==> config.mk <==
export PLATFORM = sky130hd
export DESIGN_NAME = pdm_ctrl
export DESIGN_NICKNAME = d
export VERILOG_FILES = /design/src/shared/pdm_pkg.sv /design/src/hdl/pdm_ctrl.sv /design/src/hdl/pdm_pin_detect.sv /design/src/hdl/pdm_ram_decode.sv
export SDC_FILE = /design/constraint.sdc
export NUM_CORES = 1
export LEC_CHECK = 0
export ABC_CLOCK_PERIOD_IN_PS = 4100
export BUFFER_PORTS_ARGS = -buffer_cell sky130_fd_sc_hd__buf_2
export CORE_MARGIN = 2
export CORE_UTILIZATION = 34
export CTS_CLUSTER_SIZE = 24
export DETAILED_ROUTE_END_ITERATION = 6
export GPL_TIMING_DRIVEN = 0
export PLACE_DENSITY = 0.85
export SLEW_MARGIN = 20
export SYNTH_ARGS = -nofsm -noshare
export SYNTH_HDL_FRONTEND = slang
export SYNTH_SLANG_ARGS = --single-unit
==> constraint.sdc <==
create_clock -name pclk -period 4.1 [get_ports pclk]
set_clock_uncertainty 0.05 [all_clocks]
set_input_delay 0.41 -clock pclk [delete_from_list [all_inputs] [get_ports pclk]]
set_output_delay 0.41 -clock pclk [all_outputs]
set_load 0.005 [all_outputs]
==> src/shared/pdm_pkg.sv <==
// power-down mode controller: constants and types
package pdm_pkg;

  // ------------------------------------------------------------
  // register map
  // ------------------------------------------------------------
  localparam logic [27:0] PDM_STBY_CTRL_ADDR = 28'h5ffffbc;
  localparam int PDM_DEEP_SEL_BIT = 7;
  localparam int PDM_FLOAT_SEL_BIT = 6;
  localparam int PDM_ZERO_BIT = 5;
  localparam logic [7:0] PDM_STBY_CTRL_RESET = 8'h1f;
  localparam logic [4:0] PDM_ONES_FIELD = 5'h1f;

  // ------------------------------------------------------------
  // on-chip ram map
  // ------------------------------------------------------------
  localparam logic [27:0] PDM_AREA7_BASE = 28'hf000000;
  localparam logic [3:0] PDM_AREA7_TAG = 4'hf;
  localparam logic [27:0] PDM_RAM8K_BASE = 28'hfffe000;
  localparam logic [27:0] PDM_RAM4K_BASE = 28'hffff000;
  localparam int PDM_RAM_KBYTES = 8;

  // ------------------------------------------------------------
  // types
  // ------------------------------------------------------------
  typedef enum logic [3:0] {
    PDM_RUN = 4'b0001,
    PDM_SLEEP = 4'b0010,
    PDM_STBY = 4'b0100,
    PDM_OSC_WAIT = 4'b1000
  } pdm_state_t;

  typedef struct packed {
    logic irq_req;
    logic [3:0] irq_level;
    logic [3:0] cpu_mask;
    logic irq_periph_en;
    logic dma_addr_err;
  } pdm_wake_t;

  typedef struct packed {
    logic cpu_run;
    logic sys_clk_run;
    logic periph_clk_run;
    logic wdt_clk_run;
  } pdm_clk_t;

  typedef struct packed {
    logic irq;
    logic dma_err;
    logic nmi;
    logic power_on_reset;
    logic manual_reset;
  } pdm_exit_t;

endpackage

==> src/hdl/pdm_ctrl.sv <==
// power-down mode controller: register, mode machine, clock and port control
//
// Design decision made here: the APB interface to the registers.
`timescale 1ns/1ps
module pdm_ctrl #(
  parameter int RAM_KBYTES = pdm_pkg::PDM_RAM_KBYTES
) (
  input wire logic pclk,
  input wire logic presetn,
  input wire logic psel,
  input wire logic penable,
  input wire logic pwrite,
  input wire logic [27:0] paddr,
  input wire logic [31:0] pwdata,
  output logic [31:0] prdata,
  output logic pready,
  output logic pslverr,
  input wire logic halt_exec,
  input wire pdm_pkg::pdm_wake_t wake_in,
  input wire logic watchdog_run_enable,
  input wire logic watchdog_overflow,
  input wire logic nmi_edge_select,
  input wire logic nmi_pin,
  input wire logic reset_pin_n,
  output pdm_pkg::pdm_clk_t clk_ctrl,
  output pdm_pkg::pdm_exit_t exit_evt,
  output pdm_pkg::pdm_state_t mode,
  output logic port_hold,
  output logic port_float,
  input wire logic [27:0] mem_addr,
  output logic ram_sel,
  output logic ram_top_hit,
  output logic [$clog2(RAM_KBYTES*1024)-1:0] ram_offset
);
  import pdm_pkg::*;

  // ------------------------------------------------------------
  // declarations
  // ------------------------------------------------------------
  logic deep_mode_select_reg;
  logic deep_mode_select_next;
  logic port_float_select_reg;
  logic port_float_select_next;
  logic [7:0] standby_control_reg;
  logic reg_hit;
  logic wr_access;
  logic nmi_event;
  logic reset_fall;
  logic reset_is_por;
  logic irq_accepted;
  logic sleep_wake;
  pdm_state_t state_reg;
  pdm_state_t state_next;
  pdm_exit_t exit_next;
  pdm_clk_t clk_next;
  logic port_hold_next;
  logic port_float_next;

  // ------------------------------------------------------------
  // pin edge detection
  // ------------------------------------------------------------
  pdm_pin_detect u_pin (
    .pclk(pclk),
    .presetn(presetn),
    .nmi_pin(nmi_pin),
    .reset_pin_n(reset_pin_n),
    .nmi_edge_select(nmi_edge_select),
    .nmi_event(nmi_event),
    .reset_fall(reset_fall),
    .reset_is_por(reset_is_por)
  );

  // ------------------------------------------------------------
  // ram address decode
  // ------------------------------------------------------------
  pdm_ram_decode #(
    .RAM_KBYTES(RAM_KBYTES)
  ) u_ram (
    .bus_addr(mem_addr),
    .ram_sel(ram_sel),
    .ram_top_hit(ram_top_hit),
    .ram_offset(ram_offset)
  );

  // ------------------------------------------------------------
  // apb slave
  // ------------------------------------------------------------
  // zero wait states; unmapped addresses answer with an error
  assign pready = 1'b1;
  assign reg_hit = (paddr == PDM_STBY_CTRL_ADDR);
  assign wr_access = psel & penable & pwrite & reg_hit;

  assign standby_control_reg = {deep_mode_select_reg, port_float_select_reg,
                                1'b0, PDM_ONES_FIELD};

  always_comb begin
    pslverr = psel & penable & ~reg_hit;
    prdata = 32'h0000_0000;
    if (psel && reg_hit && !pwrite) begin
      prdata = {24'h00_0000, standby_control_reg};
    end
  end

  // ------------------------------------------------------------
  // standby control register
  // ------------------------------------------------------------
  // setting either bit is refused while the watchdog is armed;
  // clearing is always allowed so software can back out
  always_comb begin
    deep_mode_select_next = deep_mode_select_reg;
    port_float_select_next = port_float_select_reg;
    if (wr_access) begin
      deep_mode_select_next = pwdata[PDM_DEEP_SEL_BIT] & ~watchdog_run_enable;
      port_float_select_next = pwdata[PDM_FLOAT_SEL_BIT] & ~watchdog_run_enable;
    end
    if (reset_fall) begin
      deep_mode_select_next = PDM_STBY_CTRL_RESET[PDM_DEEP_SEL_BIT];
      port_float_select_next = PDM_STBY_CTRL_RESET[PDM_FLOAT_SEL_BIT];
    end
  end

  always_ff @(posedge pclk or negedge presetn) begin
    if (!presetn) begin
      deep_mode_select_reg <= 1'b0;
      port_float_select_reg <= 1'b0;
    end else begin
      deep_mode_select_reg <= deep_mode_select_next;
      port_float_select_reg <= port_float_select_next;
    end
  end

  // ------------------------------------------------------------
  // wake qualification
  // ------------------------------------------------------------
  // an interrupt only counts if the cpu would actually take it
  assign irq_accepted = wake_in.irq_req
                      & wake_in.irq_periph_en
                      & (wake_in.irq_level > wake_in.cpu_mask);
  assign sleep_wake = irq_accepted | wake_in.dma_addr_err | nmi_event;

  // ------------------------------------------------------------
  // mode machine
  // ------------------------------------------------------------
  always_comb begin
    state_next = state_reg;
    exit_next = '0;
    case (state_reg)
      PDM_RUN: begin
        if (halt_exec) begin
          if (deep_mode_select_reg) begin
            state_next = PDM_STBY;
          end else begin
            state_next = PDM_SLEEP;
          end
        end
      end
      PDM_SLEEP: begin
        if (nmi_event) begin
          state_next = PDM_RUN;
          exit_next.nmi = 1'b1;
        end else if (irq_accepted) begin
          state_next = PDM_RUN;
          exit_next.irq = 1'b1;
        end else if (wake_in.dma_addr_err) begin
          state_next = PDM_RUN;
          exit_next.dma_err = 1'b1;
        end
      end
      PDM_STBY: begin
        // interrupts and dma errors cannot reach a stopped chip
        if (nmi_event) begin
          state_next = PDM_OSC_WAIT;
        end
      end
      PDM_OSC_WAIT: begin
        // watchdog overflow marks the oscillator as settled
        if (watchdog_overflow) begin
          state_next = PDM_RUN;
          exit_next.nmi = 1'b1;
        end
      end
      default: begin
        state_next = PDM_RUN;
      end
    endcase
    // the reset pin overrides every mode
    if (reset_fall) begin
      state_next = PDM_RUN;
      exit_next = '0;
      exit_next.power_on_reset = reset_is_por;
      exit_next.manual_reset = ~reset_is_por;
    end
  end

  always_ff @(posedge pclk or negedge presetn) begin
    if (!presetn) begin
      state_reg <= PDM_RUN;
    end else begin
      state_reg <= state_next;
    end
  end

  always_ff @(posedge pclk or negedge presetn) begin
    if (!presetn) begin
      exit_evt <= '0;
    end else begin
      exit_evt <= exit_next;
    end
  end

  assign mode = state_reg;

  // ------------------------------------------------------------
  // clock gating requests
  // ------------------------------------------------------------
  // the cpu is only stopped, never reset, so its registers survive
  always_comb begin
    clk_next = '1;
    case (state_next)
      PDM_RUN: begin
        clk_next = '1;
      end
      PDM_SLEEP: begin
        clk_next.cpu_run = 1'b0;
      end
      PDM_STBY: begin
        clk_next = '0;
      end
      PDM_OSC_WAIT: begin
        clk_next = '0;
        clk_next.wdt_clk_run = 1'b1;
      end
      default: begin
        clk_next = '1;
      end
    endcase
  end

  always_ff @(posedge pclk or negedge presetn) begin
    if (!presetn) begin
      clk_ctrl <= '1;
    end else begin
      clk_ctrl <= clk_next;
    end
  end

  // ------------------------------------------------------------
  // i/o port control
  // ------------------------------------------------------------
  // float only applies once the chip is really stopped
  always_comb begin
    port_hold_next = 1'b0;
    port_float_next = 1'b0;
    case (state_next)
      PDM_SLEEP: begin
        port_hold_next = 1'b1;
      end
      PDM_STBY, PDM_OSC_WAIT: begin
        port_hold_next = ~port_float_select_reg;
        port_float_next = port_float_select_reg;
      end
      default: begin
        port_hold_next = 1'b0;
      end
    endcase
  end

  always_ff @(posedge pclk or negedge presetn) begin
    if (!presetn) begin
      port_hold <= 1'b0;
      port_float <= 1'b0;
    end else begin
      port_hold <= port_hold_next;
      port_float <= port_float_next;
    end
  end

endmodule

==> src/hdl/pdm_pin_detect.sv <==
// nmi edge and reset pin detection on the free-running clock
`timescale 1ns/1ps
module pdm_pin_detect (
  input wire logic pclk,
  input wire logic presetn,
  input wire logic nmi_pin,
  input wire logic reset_pin_n,
  input wire logic nmi_edge_select,
  output logic nmi_event,
  output logic reset_fall,
  output logic reset_is_por
);
  logic nmi_prev_reg;
  logic rst_prev_reg;

  // ------------------------------------------------------------
  // previous pin levels
  // ------------------------------------------------------------
  // pclk never stops, only the gated clocks do
  always_ff @(posedge pclk or negedge presetn) begin
    if (!presetn) begin
      nmi_prev_reg <= 1'b0;
      rst_prev_reg <= 1'b1;
    end else begin
      nmi_prev_reg <= nmi_pin;
      rst_prev_reg <= reset_pin_n;
    end
  end

  // edge select 1 picks rising, 0 falling; a reset setup edge counts too
  assign nmi_event = nmi_edge_select ? (nmi_pin & ~nmi_prev_reg)
                                     : (~nmi_pin & nmi_prev_reg);
  assign reset_fall = rst_prev_reg & ~reset_pin_n;
  assign reset_is_por = nmi_pin;

endmodule

==> src/hdl/pdm_ram_decode.sv <==
// on-chip ram select with area 7 shadow mirroring
`timescale 1ns/1ps
module pdm_ram_decode #(
  parameter int RAM_KBYTES = pdm_pkg::PDM_RAM_KBYTES
) (
  input wire logic [27:0] bus_addr,
  output logic ram_sel,
  output logic ram_top_hit,
  output logic [$clog2(RAM_KBYTES*1024)-1:0] ram_offset
);
  import pdm_pkg::*;
  localparam int OFS_W = $clog2(RAM_KBYTES * 1024);
  localparam logic [27:0] RAM_BASE = (RAM_KBYTES == 8) ? PDM_RAM8K_BASE : PDM_RAM4K_BASE;

  // ------------------------------------------------------------
  // decode
  // ------------------------------------------------------------
  assign ram_top_hit = (bus_addr >= RAM_BASE);
  // every ram-sized window of area 7 folds onto the same cells
  assign ram_sel = (bus_addr[27:24] == PDM_AREA7_TAG);
  assign ram_offset = bus_addr[OFS_W-1:0];

endmodule

======== Word level (Yosys, flattened, before mapping) ========
Index checks and enable logic that the tools add are counted.
W data, S select, Z words.
cells by class
  order comparisons ....................... 2
  mux-type cells .......................... 28
  reduce and logical (&&, ||, !) cells .... 6
  eq/ne operators ......................... 9
  bitwise operators ....................... 17
operator list
  kind                    count
  $eq A28 B27 Y1 const B  1
  $ge A28 B28 Y1 const B  1
  $mux W4                 7
  $pmux W4 S4             1
  $eq A4 B4 Y1 const B    3
  $mux W1                 12
  $and A1 B1 Y1           11
  $eq A4 B2 Y1 const B    2
  $eq A4 B3 Y1 const B    2
  $mux W8                 1
  $not A1 Y1              6
  $pmux W3 S2             1
  $mux W5                 1
  $eq A4 B1 Y1 const B    1
  $gt A4 B4 Y1            1
  $mux W2                 2
  $pmux W1 S2             2
  $mux W3                 1
  $reduce_or A3 Y1        1
  $logic_and A1 B1 Y1     2
  $reduce_bool A2 Y1      1
  $reduce_or A2 Y1        1
  $logic_not A1 Y1        1
storage, ports and cells
  logic and storage cells ................. 78
  flip-flop bits (word level) ............. 19
  input port bits ......................... 110
  output and inout port bits .............. 64

======== Depth between registers and ports, before layout ========
  word-level depth ........................ 9
  depth in mapped cells ................... 7

======== Hierarchy ========
From an unflattened synthesis, not the netlist that was laid out.
unflattened totals
  cells, all modules ...................... 155
  area, all modules ....................... 1403.8 µm²
modules (own cells, without submodules)
  module          area each (µm²)  seq. area each (µm²)  cells an instance  times used
  pdm_ctrl        1178.6           405.4                 129                1
  pdm_ram_decode  137.6            0.0                   19                 1
  pdm_pin_detect  87.6             51.3                  7                  1

======== Worst setup path before layout ========
Ideal clock, no wire load.
  kind .................................... input to output
  start ................................... input paddr[0]
  end ..................................... output prdata[7]
  arrival time ............................ 1.323 ns
  slack ................................... 2.317 ns
  required time ........................... 3.640 ns
  path buffers ............................ 0
  stages on the path ...................... 5
  path through ............................ nand4bb_1 -> nor4_2 -> nand4b_1 -> inv_1 -> and2_1
on the way
  word-level cells in the longest chain between the ends .. 4
RTL lines
  what                              line            source
  start: declaration                pdm_ctrl.sv:13  input wire logic [27:0] paddr,
  $eq A28 B27 Y1                    pdm_ctrl.sv:90  assign reg_hit = (paddr == PDM_STBY_CTRL_ADDR);
  $logic_and A1 B1 Y1 (2 in a row)  pdm_ctrl.sv:99  if (psel && reg_hit && !pwrite) begin
  $mux W8                           pdm_ctrl.sv:99
  end: declaration                  pdm_ctrl.sv:15  output logic [31:0] prdata,
Every way passes these cells.

======== Worst setup path in the final report ========
Same ends and word-level chain as after synthesis.

==> reports/metrics.yaml <==
status: "completed"
layout-drive-gt1-share_pct: 55.99
area_growth_pct: 53.94
period_share_pct: 51.21
core_um2: 3744
critPathKind: "in -> out"
core.rowCount: 22
clock_latency_ns: 0.26
syn_area_per_cell_um2: 8.882
io_pins: 174
grt_start_max_net_pins: 19
routed_wl_um: 3446
hold_viol: 0
initial_core_util_pct: 36.06
synth-warning-count: 0
dp_worst_setup_slack_ns: 2.010
grt_pass1_vias: 1283
synthCells: 152
cts_root_buffer: "clkbuf_8"
crit_path_start_kind: "primary input"
drc: 0
antenna_found_initial: 2
synth_edf_count: 0
dr_total_vias: 1423
drv_cap: 0
total_leakage_power_uw: 0.001231
htreeDepth: 1
ys_types: 32
path_max_fanout: 6
dr.first_iter.drc_count: 102
firstDrtPassIters: 4
ctsLongestPathBuffers: 2
arrival_ns: 1.64
synth_flop_cell: "dfrtp_1"
syn_area_um2: 1350
r2r-start: "mode[0]"
antenna_left: 0
via_per_inst: 4.273
die-area_um2: 4491
grt_usage_pct: 15.22
cp.required_ns: 3.64
rsz0062_at_grt: "no"
postLayoutSetupSlackWorst_ns: 2.000
async_reset_ff_share_pct: 100.0
post-route-min-period_ns: 2.100
grt_pass1_wl_um: 5250
finalWeightedCongestion: 0.7796
numClockSinks: 18
placement.io_buffers: 104
peakVddDrop_v: 0.0001135
crit_path_end_kind: "output pin"
post_cts_buffers: 0
drv_slew: 0
fmax_mhz: 476.3
top_register: "exit_evt"
cts.reportedPaths.clkPinSlew_ns: 0.07
dpl_cell_area_um2: 2021
p_per_area_nw_per_um2: 262.9
cts_tree: "done"
final.setup.tns_ns: 0
dp_hpwl_um: 3029
ys_ff_latch: 18
post_cts_resized: 0
cts_hold_buf: 0
layout.nets: 399
cts_buffers: 3
die_h_um: 67.02
wl_per_cell_um: 10.35
overflow: 0
critPathLaunch: "paddr[0]"
setup_viol: 0
die_w_um: 67.02
hold_class: "in -> async"
ys_seq_area_share_pct: 33.83
largest_register_ffs: 5
final_area_um2: 2078
[cells in the final DEF (no fill, tap or decap), types with 3 or more instances in the layout]
cell | netlist | layout
nand2_1 | 5 | 5
dfstp_2 | 5 | 5
buf_2 | 0 | 104
nor2b_1 | 8 | 8
clkbuf_8 | 0 | 4
nor2_1 | 6 | 6
nor3_1 | 3 | 3
o21ai_0 | 4 | 4
conb_1 | 2 | 26
nand4_1 | 9 | 9
a21oi_1 | 7 | 7
buf_4 | 44 | 44
ha_1 | 4 | 4
inv_1 | 9 | 9
dfrtp_1 | 13 | 13
nand4b_1 | 4 | 4
and2_1 | 5 | 5
a21o_1 | 3 | 3
[report_power, final]
group / leakage (uW) / internal (uW) / switching [uW]
sequential: 0.000229 / 205 / 11.1
clock: 0.0000288 / 85.5 / 59.7
combinational: 0.000973 / 105 / 80.3
[cell usage after synthesis (all sizes together) (3+ instances only)]
cell    number  share of area, %
inv          9               2.5
nand4b       4               2.6
nand4        9               4.2
a21o         3               1.7
nor3         3               1.1
o21ai        4               1.5
a21oi        7               2.6
ha           4               3.7
dfstp        5               9.7
buf         44                24
nor2         6               1.7
nand2        5               1.4
dfrtp       13                24
and2         5               2.3
nor2b        8               3.7
[kinds of logic after synthesis]
kind of cell,Yosys count,share of synthesized area (%)
compound gates,22,10.84
other cells,2,0.5563
flops,18,33.83
simple gates,52,23.82
fa+ha+maj,4,3.707
buf+inv,54,27.25
[layer usage]
layer	GRT usage [%]	wire (um)	vias to the layer above
li1	-	-	718
met1	15.91	1219	620
met2	28.22	1783	76
met3	4.730	386	7
met4	5.357	46	2
met5	0	11	-
[worst max-delay path, cell delays in order]
cell and delay [ns]:
buf_2 0.09, nand4bb_1 0.21, nor4_2 0.35, nand4b_1 0.17, inv_1 0.17, and2_1 0.14
buf_2 0.11
[layout make-up]
cell class              count  area (um^2)
fillers                   343         1665
flip-flops and latches     18        456.7
well taps                  48        60.06
clock buffers               4        55.05
diodes                      1        2.502
plain buffers              45        334.1
multi-input cells         104        615.6
inverters                   9        33.78
repair buffers            104        520.5
[per-stage QoR]
| step | cells | utilization (%) | hold WS, ns | power, uW |
|---|---|---|---|---|
| 3_5_place_dp | 328 | 53.98 | 0.3022 | 402.3 |
| 4_1_cts | 332 | 55.45 | 0.02136 | 551.1 |
| 3_3_place_gp | 328 | 53.98 | 0.2905 | 399.4 |
| 6_report | 333 | 55.51 | 0.01092 | 546.4 |
| 2_1_floorplan | 176 | - | 0.06441 | 326.3 |
| 5_1_grt | 333 | 55.51 | 0.03977 | 579.8 |
[final timing paths]
kind,to,slack (ns),cells past startpoint
max reg2reg,port_hold,2.31,5
max in group asynchronous,mode[0],3.68,1
min,mode[3],0.01,1
min reg2reg,port_float_select_reg,0.49,2
min in group pclk,u_pin.rst_prev_reg,0.21,1
max,prdata[7],2.00,7
Note: power is estimated with default switching activity, not from simulation.
